==> config.mk <==
export PLATFORM = sky130hd
export DESIGN_NAME = sbus_ctrl
export DESIGN_NICKNAME = d
export VERILOG_FILES = /design/src/sbus_ctrl.v
export VERILOG_INCLUDE_DIRS = /design/src /design/src/src
export SDC_FILE = /design/constraint.sdc
export NUM_CORES = 1
export LEC_CHECK = 0
export ABC_CLOCK_PERIOD_IN_PS = 2700
export BUFFER_PORTS_ARGS = -buffer_cell sky130_fd_sc_hd__buf_2
export CAP_MARGIN = 10
export CORE_ASPECT_RATIO = 0.5
export CORE_UTILIZATION = 50
export DETAILED_ROUTE_END_ITERATION = 10
export GPL_ROUTABILITY_DRIVEN = 0
export HOLD_SLACK_MARGIN = 0.12
export PLACE_DENSITY = 0.76
export REMOVE_ABC_BUFFERS = 1
export SLEW_MARGIN = 20
export SYNTH_ARGS = -nofsm -noshare
export SYNTH_HDL_FRONTEND = slang
export SYNTH_SLANG_ARGS = --single-unit
==> constraint.sdc <==
create_clock -name clk_sys_i -period 2.7 [get_ports clk_sys_i]
set_input_delay 0.27 -clock clk_sys_i [delete_from_list [all_inputs] [get_ports clk_sys_i]]
set_output_delay 0.27 -clock clk_sys_i [all_outputs]
set_load 0.05 [all_outputs]
==> src/sbus_ctrl_defs.vh <==
// Constants for the addressed serial bus control block.
// Included by the design file, the checker and the bench; definitions only.
`ifndef SBUS_CTRL_DEFS_VH
`define SBUS_CTRL_DEFS_VH
`define ADDR_MODE_CTRL0 16'hff60
`define ADDR_BUS_CTRL 16'hff61
`define ADDR_SLAVE_ADDR 16'hff62
`define ADDR_SHIFT_REG 16'hff63
`define ADDR_INT_STATUS 16'hff64
`define ADDR_INT_MASK 16'hff65
`define ADDR_INT_TIMING 16'hff66
`define BIT_CHAN_EN 7
`define BIT_MATCH 6
`define BIT_WAKEUP 5
`define BIT_CMD_DET 3
`define BIT_REL_DET 2
`define BIT_CMD_TRIG 1
`define BIT_REL_TRIG 0
`define BIT_INT_SRC_SEL 5
`define IRQ_XFER 0
`define IRQ_REL 1
`define IRQ_CMD 2
`define RESET_BYTE 8'h00
`define LAST_BIT_IDX 4'h7
`endif

==> src/sbus_ctrl.v <==
// Control and status logic of the addressed two-wire serial bus, channel 0.
// Assumes a CPU register port on clk_sys_i; serial clock and bus line come from
// pins and are synchronised here. Shifting is done locally, eight bits, MSB first.
// Overview of operation
// RQ1 - With wakeup match off, every completed transfer raises the transfer interrupt.
// RQ2 - With wakeup match on, only an address after release and command that matches raises it.
// RQ3 - The address match flag at mode bit 6 shows slave address equal to shift register.
// RQ4 - The address match flag reads 0 while the channel is disabled.
// RQ5 - The channel enable stops the channel at 0 and lets it run at 1.
// RQ6 - Software keeps interrupt source select at 0 when using wakeup match.
// RQ7 - Reset loads 00h into the bus control and status register.
// RQ8 - Writing 1 to release trigger sets the output latch to 1.
// RQ9 - Release trigger self-clears after the latch is set and is held 0 when disabled.
// RQ10 - Writing 1 to command trigger clears the output latch to 0.
// RQ11 - Command trigger self-clears after the latch is cleared and is held 0 when disabled.
// RQ12 - Release detected sets when a bus release is seen on the line.
// RQ13 - Release detected clears on transfer start, address mismatch, disable or reset.
// RQ14 - Command detected sets when a command signal is seen on the line.
// RQ15 - Trigger bits read back as 0.
// RQ16 - Detection flags are read-only.
// RQ17 - The output latch drives the open-drain line whenever no shift is running.
`include "sbus_ctrl_defs.vh"
module sbus_ctrl (
  input wire clk_sys_i,
  input wire arst_n_i,
  input wire [15:0] addr_i,
  input wire [7:0] wdata_i,
  input wire wr_i,
  input wire rd_i,
  output reg [7:0] rdata_o,
  input wire serial_clk_i,
  input wire bus_line_i,
  output reg bus_line_oe_o,
  output reg bus_line_o,
  output reg irq_o
);
  reg rst_s1_q;
  reg rst_n_q;
  // Index 0 is the serial clock pin, index 1 the bus line
  wire [1:0] pin_raw;
  wire [1:0] pin_sync;
  wire [1:0] pin_prev;
  reg [7:0] rd_mux;
  wire rel_evt;
  wire cmd_evt;
  reg chan_en_q;
  reg wakeup_q;
  reg [4:0] mode_low_q;
  reg rel_trig_q;
  reg cmd_trig_q;
  reg rel_det_q;
  reg cmd_det_q;
  reg [7:0] slave_addr_q;
  reg [7:0] shift_q;
  reg [7:0] int_timing_q;
  reg [2:0] int_status_q;
  reg [2:0] int_mask_q;
  reg [3:0] bit_cnt_q;
  reg shifting_q;
  reg out_latch_q;
  reg addr_phase_q;
  wire sck;
  wire sda;
  wire sck_rise;
  wire sda_rise;
  wire sda_fall;
  wire xfer_start;
  wire xfer_done;
  wire match;
  wire addr_check;
  wire xfer_irq;
  wire [2:0] events;

  function wr_hit;
    input [15:0] a;
    input [15:0] r;
    begin
      wr_hit = (a == r);
    end
  endfunction

  // Local reset release
  always @(posedge clk_sys_i or negedge arst_n_i) begin
    if (!arst_n_i) begin
      rst_s1_q <= 1'b0;
      rst_n_q <= 1'b0;
    end else begin
      rst_s1_q <= 1'b1;
      rst_n_q <= rst_s1_q;
    end
  end

  // Pin synchronisers; only the second stage reads the first
  assign pin_raw = {bus_line_i, serial_clk_i};
  genvar g;
  generate
    for (g = 0; g < 2; g = g + 1) begin : g_sync
      reg s0_q;
      reg s1_q;
      reg prev_q;
      // Both pins idle high, so a reset to 1 gives no false edge
      always @(posedge clk_sys_i or negedge rst_n_q) begin
        if (!rst_n_q) begin
          s0_q <= 1'b1;
          s1_q <= 1'b1;
          prev_q <= 1'b1;
        end else begin
          s0_q <= pin_raw[g];
          s1_q <= s0_q;
          prev_q <= s1_q;
        end
      end
      assign pin_sync[g] = s1_q;
      assign pin_prev[g] = prev_q;
    end
  endgenerate

  // Edges seen about two system cycles after the pin moves
  assign sck = pin_sync[0];
  assign sda = pin_sync[1];
  assign sck_rise = sck & ~pin_prev[0];
  assign sda_rise = sda & ~pin_prev[1];
  assign sda_fall = ~sda & pin_prev[1];
  // Writing the shift register starts a transfer
  assign xfer_start = wr_i & wr_hit(addr_i, `ADDR_SHIFT_REG) & chan_en_q;
  // Done on the eighth sampled rise
  assign xfer_done = shifting_q & sck_rise & (bit_cnt_q == `LAST_BIT_IDX);
  assign match = chan_en_q & (slave_addr_q == shift_q); // RQ3 RQ4
  // Address byte is the first byte after release and command
  assign addr_check = xfer_done & addr_phase_q & wakeup_q;
  assign xfer_irq = xfer_done & (~wakeup_q | // RQ1
                    (addr_phase_q & (slave_addr_q == {shift_q[6:0], sda}))); // RQ2
  // Events fire only when the flag is not yet set, once per signal
  assign cmd_evt = sda_fall & sck & chan_en_q & ~cmd_det_q;
  assign rel_evt = sda_rise & sck & chan_en_q & ~rel_det_q;
  assign events = {cmd_evt, rel_evt, xfer_irq};

  // Mode register; the match bit is computed, not stored
  always @(posedge clk_sys_i or negedge rst_n_q) begin
    if (!rst_n_q) begin
      chan_en_q <= 1'b0;
      wakeup_q <= 1'b0;
      mode_low_q <= 5'h00;
    end else if (wr_i & wr_hit(addr_i, `ADDR_MODE_CTRL0)) begin
      chan_en_q <= wdata_i[`BIT_CHAN_EN]; // RQ5
      wakeup_q <= wdata_i[`BIT_WAKEUP];
      mode_low_q <= wdata_i[4:0];
    end
  end

  // Slave address, compared against every address byte
  always @(posedge clk_sys_i or negedge rst_n_q) begin
    if (!rst_n_q)
      slave_addr_q <= 8'h00;
    else if (wr_i & wr_hit(addr_i, `ADDR_SLAVE_ADDR))
      slave_addr_q <= wdata_i;
  end

  // Source select bit is stored only; software keeps it 0 for wakeup
  always @(posedge clk_sys_i or negedge rst_n_q) begin
    if (!rst_n_q)
      int_timing_q <= 8'h00;
    else if (wr_i & wr_hit(addr_i, `ADDR_INT_TIMING))
      int_timing_q <= wdata_i; // RQ6
  end

  // Mask shares the status layout
  always @(posedge clk_sys_i or negedge rst_n_q) begin
    if (!rst_n_q)
      int_mask_q <= 3'h0;
    else if (wr_i & wr_hit(addr_i, `ADDR_INT_MASK))
      int_mask_q <= wdata_i[2:0];
  end

  // Trigger bits, detection flags and output latch
  always @(posedge clk_sys_i or negedge rst_n_q) begin
    if (!rst_n_q) begin
      rel_trig_q <= 1'b0; // RQ7
      cmd_trig_q <= 1'b0;
      rel_det_q <= 1'b0;
      cmd_det_q <= 1'b0;
      out_latch_q <= 1'b1;
      addr_phase_q <= 1'b0;
    end else if (!chan_en_q) begin
      rel_trig_q <= 1'b0; // RQ9 RQ11
      cmd_trig_q <= 1'b0;
      rel_det_q <= 1'b0; // RQ13
      cmd_det_q <= 1'b0;
      addr_phase_q <= 1'b0;
      out_latch_q <= 1'b1;
    end else begin
      // Triggers act next cycle, then drop once the latch follows
      if (rel_trig_q) begin
        out_latch_q <= 1'b1; // RQ8
        rel_trig_q <= 1'b0; // RQ9
      end else if (cmd_trig_q) begin
        out_latch_q <= 1'b0; // RQ10
        cmd_trig_q <= 1'b0; // RQ11
      end else if (wr_i & wr_hit(addr_i, `ADDR_BUS_CTRL)) begin
        rel_trig_q <= wdata_i[`BIT_REL_TRIG];
        cmd_trig_q <= wdata_i[`BIT_CMD_TRIG];
      end
      // Release: data rises while clock high; detection wins over clears
      if (sda_rise & sck)
        rel_det_q <= 1'b1; // RQ12
      else if (xfer_start | (addr_check & (slave_addr_q != {shift_q[6:0], sda})))
        rel_det_q <= 1'b0; // RQ13
      if (sda_fall & sck)
        cmd_det_q <= 1'b1; // RQ14
      else if (xfer_start)
        cmd_det_q <= 1'b0;
      if (sda_fall & sck & rel_det_q)
        addr_phase_q <= 1'b1;
      else if (xfer_done)
        addr_phase_q <= 1'b0;
    end
  end

  // Shifter, MSB first: in and out both move on the rising edge
  always @(posedge clk_sys_i or negedge rst_n_q) begin
    if (!rst_n_q) begin
      shift_q <= 8'h00;
      bit_cnt_q <= 4'h0;
      shifting_q <= 1'b0;
    end else if (!chan_en_q) begin
      shifting_q <= 1'b0; // RQ5
      bit_cnt_q <= 4'h0;
    end else if (xfer_start) begin
      shift_q <= wdata_i;
      bit_cnt_q <= 4'h0;
      shifting_q <= 1'b1;
    end else if (shifting_q & sck_rise) begin
      shift_q <= {shift_q[6:0], sda};
      bit_cnt_q <= bit_cnt_q + 4'h1;
      if (bit_cnt_q == `LAST_BIT_IDX)
        shifting_q <= 1'b0;
    end
  end

  // Sticky interrupt status, write one to clear; a new event wins
  always @(posedge clk_sys_i or negedge rst_n_q) begin
    if (!rst_n_q) begin
      int_status_q <= 3'h0;
    end else if (wr_i & wr_hit(addr_i, `ADDR_INT_STATUS)) begin
      int_status_q <= (int_status_q & ~wdata_i[2:0]) | events;
    end else begin
      int_status_q <= int_status_q | events;
    end
  end

  // Read decode; unmapped addresses read 0
  always @* begin
    rd_mux = 8'h00;
    case (addr_i)
      `ADDR_MODE_CTRL0: rd_mux = {chan_en_q, match, wakeup_q, mode_low_q}; // RQ3
      // Triggers read as 0, detection flags never written
      `ADDR_BUS_CTRL: rd_mux = {4'h0, cmd_det_q, rel_det_q, 2'h0}; // RQ15 RQ16
      `ADDR_SLAVE_ADDR: rd_mux = slave_addr_q;
      `ADDR_SHIFT_REG: rd_mux = shift_q;
      `ADDR_INT_STATUS: rd_mux = {5'h00, int_status_q};
      `ADDR_INT_MASK: rd_mux = {5'h00, int_mask_q};
      `ADDR_INT_TIMING: rd_mux = int_timing_q;
      default: rd_mux = 8'h00;
    endcase
  end

  // Level interrupt, one cycle behind status and mask
  always @(posedge clk_sys_i or negedge rst_n_q) begin
    if (!rst_n_q) begin
      irq_o <= 1'b0;
    end else begin
      irq_o <= |(int_status_q & int_mask_q);
    end
  end

  // Open drain: drive low only; the pull-up gives the high level
  always @(posedge clk_sys_i or negedge rst_n_q) begin
    if (!rst_n_q) begin
      bus_line_oe_o <= 1'b0;
      bus_line_o <= 1'b0;
    end else begin
      bus_line_o <= 1'b0;
      if (shifting_q)
        bus_line_oe_o <= chan_en_q & ~shift_q[7];
      else
        bus_line_oe_o <= chan_en_q & ~out_latch_q; // RQ17
    end
  end

  // Read data stand only in the cycle after each cycle with rd_i high, so stale values never linger
  always @(posedge clk_sys_i or negedge rst_n_q) begin
    if (!rst_n_q) begin
      rdata_o <= 8'h00;
    end else begin
      rdata_o <= rd_i ? rd_mux : 8'h00;
    end
  end
endmodule // sbus_ctrl

==> metrics.md <==
| Metric | Value |
|---|---|
| Post-Syn Area | 3367 µm² |
| Final setup viols | 0 |
| Post-synthesis mux area share | 12.15% |
| Setup TNS | 0 ps |
| Busiest grt layer | met2 |
| I/O Buffers | 39 |
| DRT antenna net count | 0 |
| Ranking of synthesized cells by area | dfrtp_1, mux2_2, dfstp_2 |
| H-tree lvl count | 3 |
| Asr flop ratio synth | 100.0% |
| Met1 Use GR | 32.68% |
| Commonest non-fill, non-tap cells in the layout | dfrtp_1, buf_2, mux2_2, nand2_1, xor2_1 |
| Via count | 2,567 |
| Placed cell areas | 3647 µm² |
| Hold Crit Class | input port to flop |
| Final Cell Area | 3998 µm² |
| Final Hold Viols | 0 |
| Worst vdd ir | 0.3092 mV |
| Net Sw Frac | 20.84% |
| Grt total ovfl | 0 |
| Post-Route WL | 8.096 mm |
| Die area | 7086 µm² |
| Largest family of logic cells by synthesized area | simple AND/OR/NAND/NOR gates |
| Fin crit period | 1774 ps |
| R2R Path End | rel_det_q |
| Most common cell after layout, fill and taps aside | dfrtp_1 |
| Fill cells | 485 |
| Fmax | 563.8 MHz |
| Core area | 6281 µm² |
| Avg Inst Size Synth | 11.90 µm² |
| Synth warnings | 0 |
| DRC Markers | 0 |
| Reg-to-Reg Start | shift_q[6] |
| Met2 usage | 40.17% |
| Register area share after synthesis | 49.31% |
| GRT Total Usage | 25.56% |
| Most used DFF post-synth | dfrtp_1 |
| WS Path Type | input port to flop |
| Clock power share | 52.7% |
| Post-route clock period utilization | 65.69% |
| Req. time, crit path | 2910 ps |
| Power, Total | 2362 µW |
| CP arrival | 1990 ps |
| Synth Area in Compound Gates | 10.89% |
| Setup crit start kind | input port |
| Root buf cell | clkbuf_16 |
| Crit path capture type | flop |
| Starting Density | 53.61% |
| RSZ-0062 raised after global routing | no |
| P per Cell Area | 590.8 nW/µm² |
| Post-Syn Instances | 283 |
| DP Wirelength | 5.685 mm |
| CTS sink count | 66 |
| Yosys reg bits | 66 |
| Yosys cell types | 62 |
| Initial antenna violation count | 0 |
| DR WL/cell | 19.28 µm |
| CTS max path bufs | 2 |
| Simple-gate portion of the synthesized area | 19.32% |
| Chip width | 118.1 µm |
| Max-slew violations | 0 |
| GR met3 Demand/Resource | 9.924% |
| R2R Setup Slk | 930 ps |
| Vias in the first global route | 2,546 |
| Die height | 60.03 µm |
| CTS clock-pin slew for the worst setup and hold paths | 50 ps |
| Drt first-iter violations | 212 |
| R2R depth | 4 |
| Top Ports | 41 |
| Worst-Margin Slew | 816.7 ps |
| CP Max Fanout | 18 |
| Clock Skew | 5.878 ps |
| Sequential power share | 42.9% |
| Clk_lat worst skew | 330 ps |
| Outcome | finished clean |
| Post-Synth XOR/XNOR Area | 4.942% |
| MaxCap Viol Count | 0 |
| Leak pwr | 0.001722 µW |
| First-pass GRT wire length | 13.17 mm |
| Nets@finish | 358 |
| WHS Path Cells | 2 |
| N_diodes | 0 |
| Area delta synth->final | 18.73% |
| Largest net degree at the start of global routing | 34 |
| Area leader, netlist | dfrtp_1 |
| Post-synth EDFFs | 0 |
| Via/cell ratio | 6.112 |
| Switching power | 492.1 µW |
| Hold Crit Start | wdata_i[6] |
| First drt pass iteration count | 5 |
| Cell Rows | 20 |
| Top cell type's share of synthesized area | 43.85% |
| Total internal power | 1870 µW |
| Adder-cell share of the synthesized area | 0.3716% |
| Number of buffers created by CTS | 9 |
| Power share of the combinational group | 4.4% |
| Share of cells above drive strength 1 | 34.34% |
| CTS tree | built |
| Post-CTS Setup Bufs | 0 |
| Relative slew margins | 45.05% |
| Hold Path Sink | shift_q[6] |
==> sequential cells by signal, indices dropped and copies added (netlist names), 2 cells and up <==
register,cells
g_sync.prev_q,2
shift_q,8
slave_addr_q,8
bit_cnt_q,4
rdata_o,8
int_mask_q,3
mode_low_q,5
g_sync.s0_q,2
int_timing_q,8
g_sync.s1_q,2
int_status_q,3
==> cell usage after synthesis (6+ instances only) <==
master   instances
dfstp_2          7
a21oi_1         12
xor2_1          18
nor4_1           7
mux2i_1          6
dfrtp_1         59
nor2_1           8
buf_2            6
mux2_2          30
nand4_1          9
a221o_1          8
nand2_1         19
==> cell families (layout without fill, tap and decap cells) <==
| logic type | after synthesis | in the layout |
|---|---|---|
| and+or+nand+nor | 90 | 90 |
| DFF | 66 | 66 |
| AOI/OAI and AO/OA | 48 | 48 |
| muxes | 37 | 37 |
| buffers and inverters | 20 | 69 |
| xor gates and xnor gates | 19 | 19 |
| other | 2 | 2 |
| adders and majority gates | 1 | 1 |
==> power groups by stage <==
| stage | sequential (µW) | combinational, µW | clock, µW |
|---|---|---|---|
| global route | 1010 | 114 | 1310 |
| floorplan | 1030 | 33.8 | 0 |
| detailed placement | 1030 | 100 | 0 |
| finish | 1010 | 105 | 1240 |
| CTS | 1010 | 104 | 1260 |
| global placement | 1030 | 97.6 | 0 |
==> per-stage QoR <==
step	hold slack (ps)	cells	setup WS, ps	utilization (%)
global route	215.1	420	824.6	63.65
detailed placement	58.08	401	618.4	58.07
global placement	54.41	401	628.5	58.07
floorplan	-25.59	267	712.6	-
CTS	193.4	420	955.9	63.65
finish	207.2	420	926.4	63.65
==> worst max-delay path: stages <==
cell,delay (ps)
buf_2,240
nor3b_2,420
nand2_1,170
nor3_4,480
mux2_2,400
==> metal layers <==
metal	share of wire [%]	vias to the layer above
met5	0	-
met3	9.4	14
met4	1.6	0
met2	45	123
met1	44	1270
li1	-	1160
==> repair_timing <==
| item | in CTS | in global routing |
|---|---|---|
| hold buffers | 3 | 0 |
| endpoints found under the hold margin | 4 | 0 |
| gates resized for setup | 0 | 0 |
==> cell type report <==
cell class / count / area [µm²] / share of cell area, %
clock buffer: 11 / 242.7 / 6.072
clock inverter: 5 / 77.57 / 1.941
inverter: 4 / 15.01 / 0.3756
multi-input combinational: 197 / 1613 / 40.34
sequential: 66 / 1662 / 41.56
tap: 88 / 110.1 / 2.754
timing repair buffer: 49 / 277.8 / 6.948
==> how the worst max path moves through the flow <==
stage	start	endpoint	slack, ps
floorplan	addr_i[6]	int_timing_q[0]	710
global placement	addr_i[11]	int_timing_q[1]	630
detailed placement	addr_i[11]	int_timing_q[5]	620
CTS	addr_i[0]	int_timing_q[7]	960
global route	g_sync[0].s1_q	shift_q[6]	820
finish	addr_i[0]	int_timing_q[7]	930
Note: power is estimated with default switching activity, not from simulation.
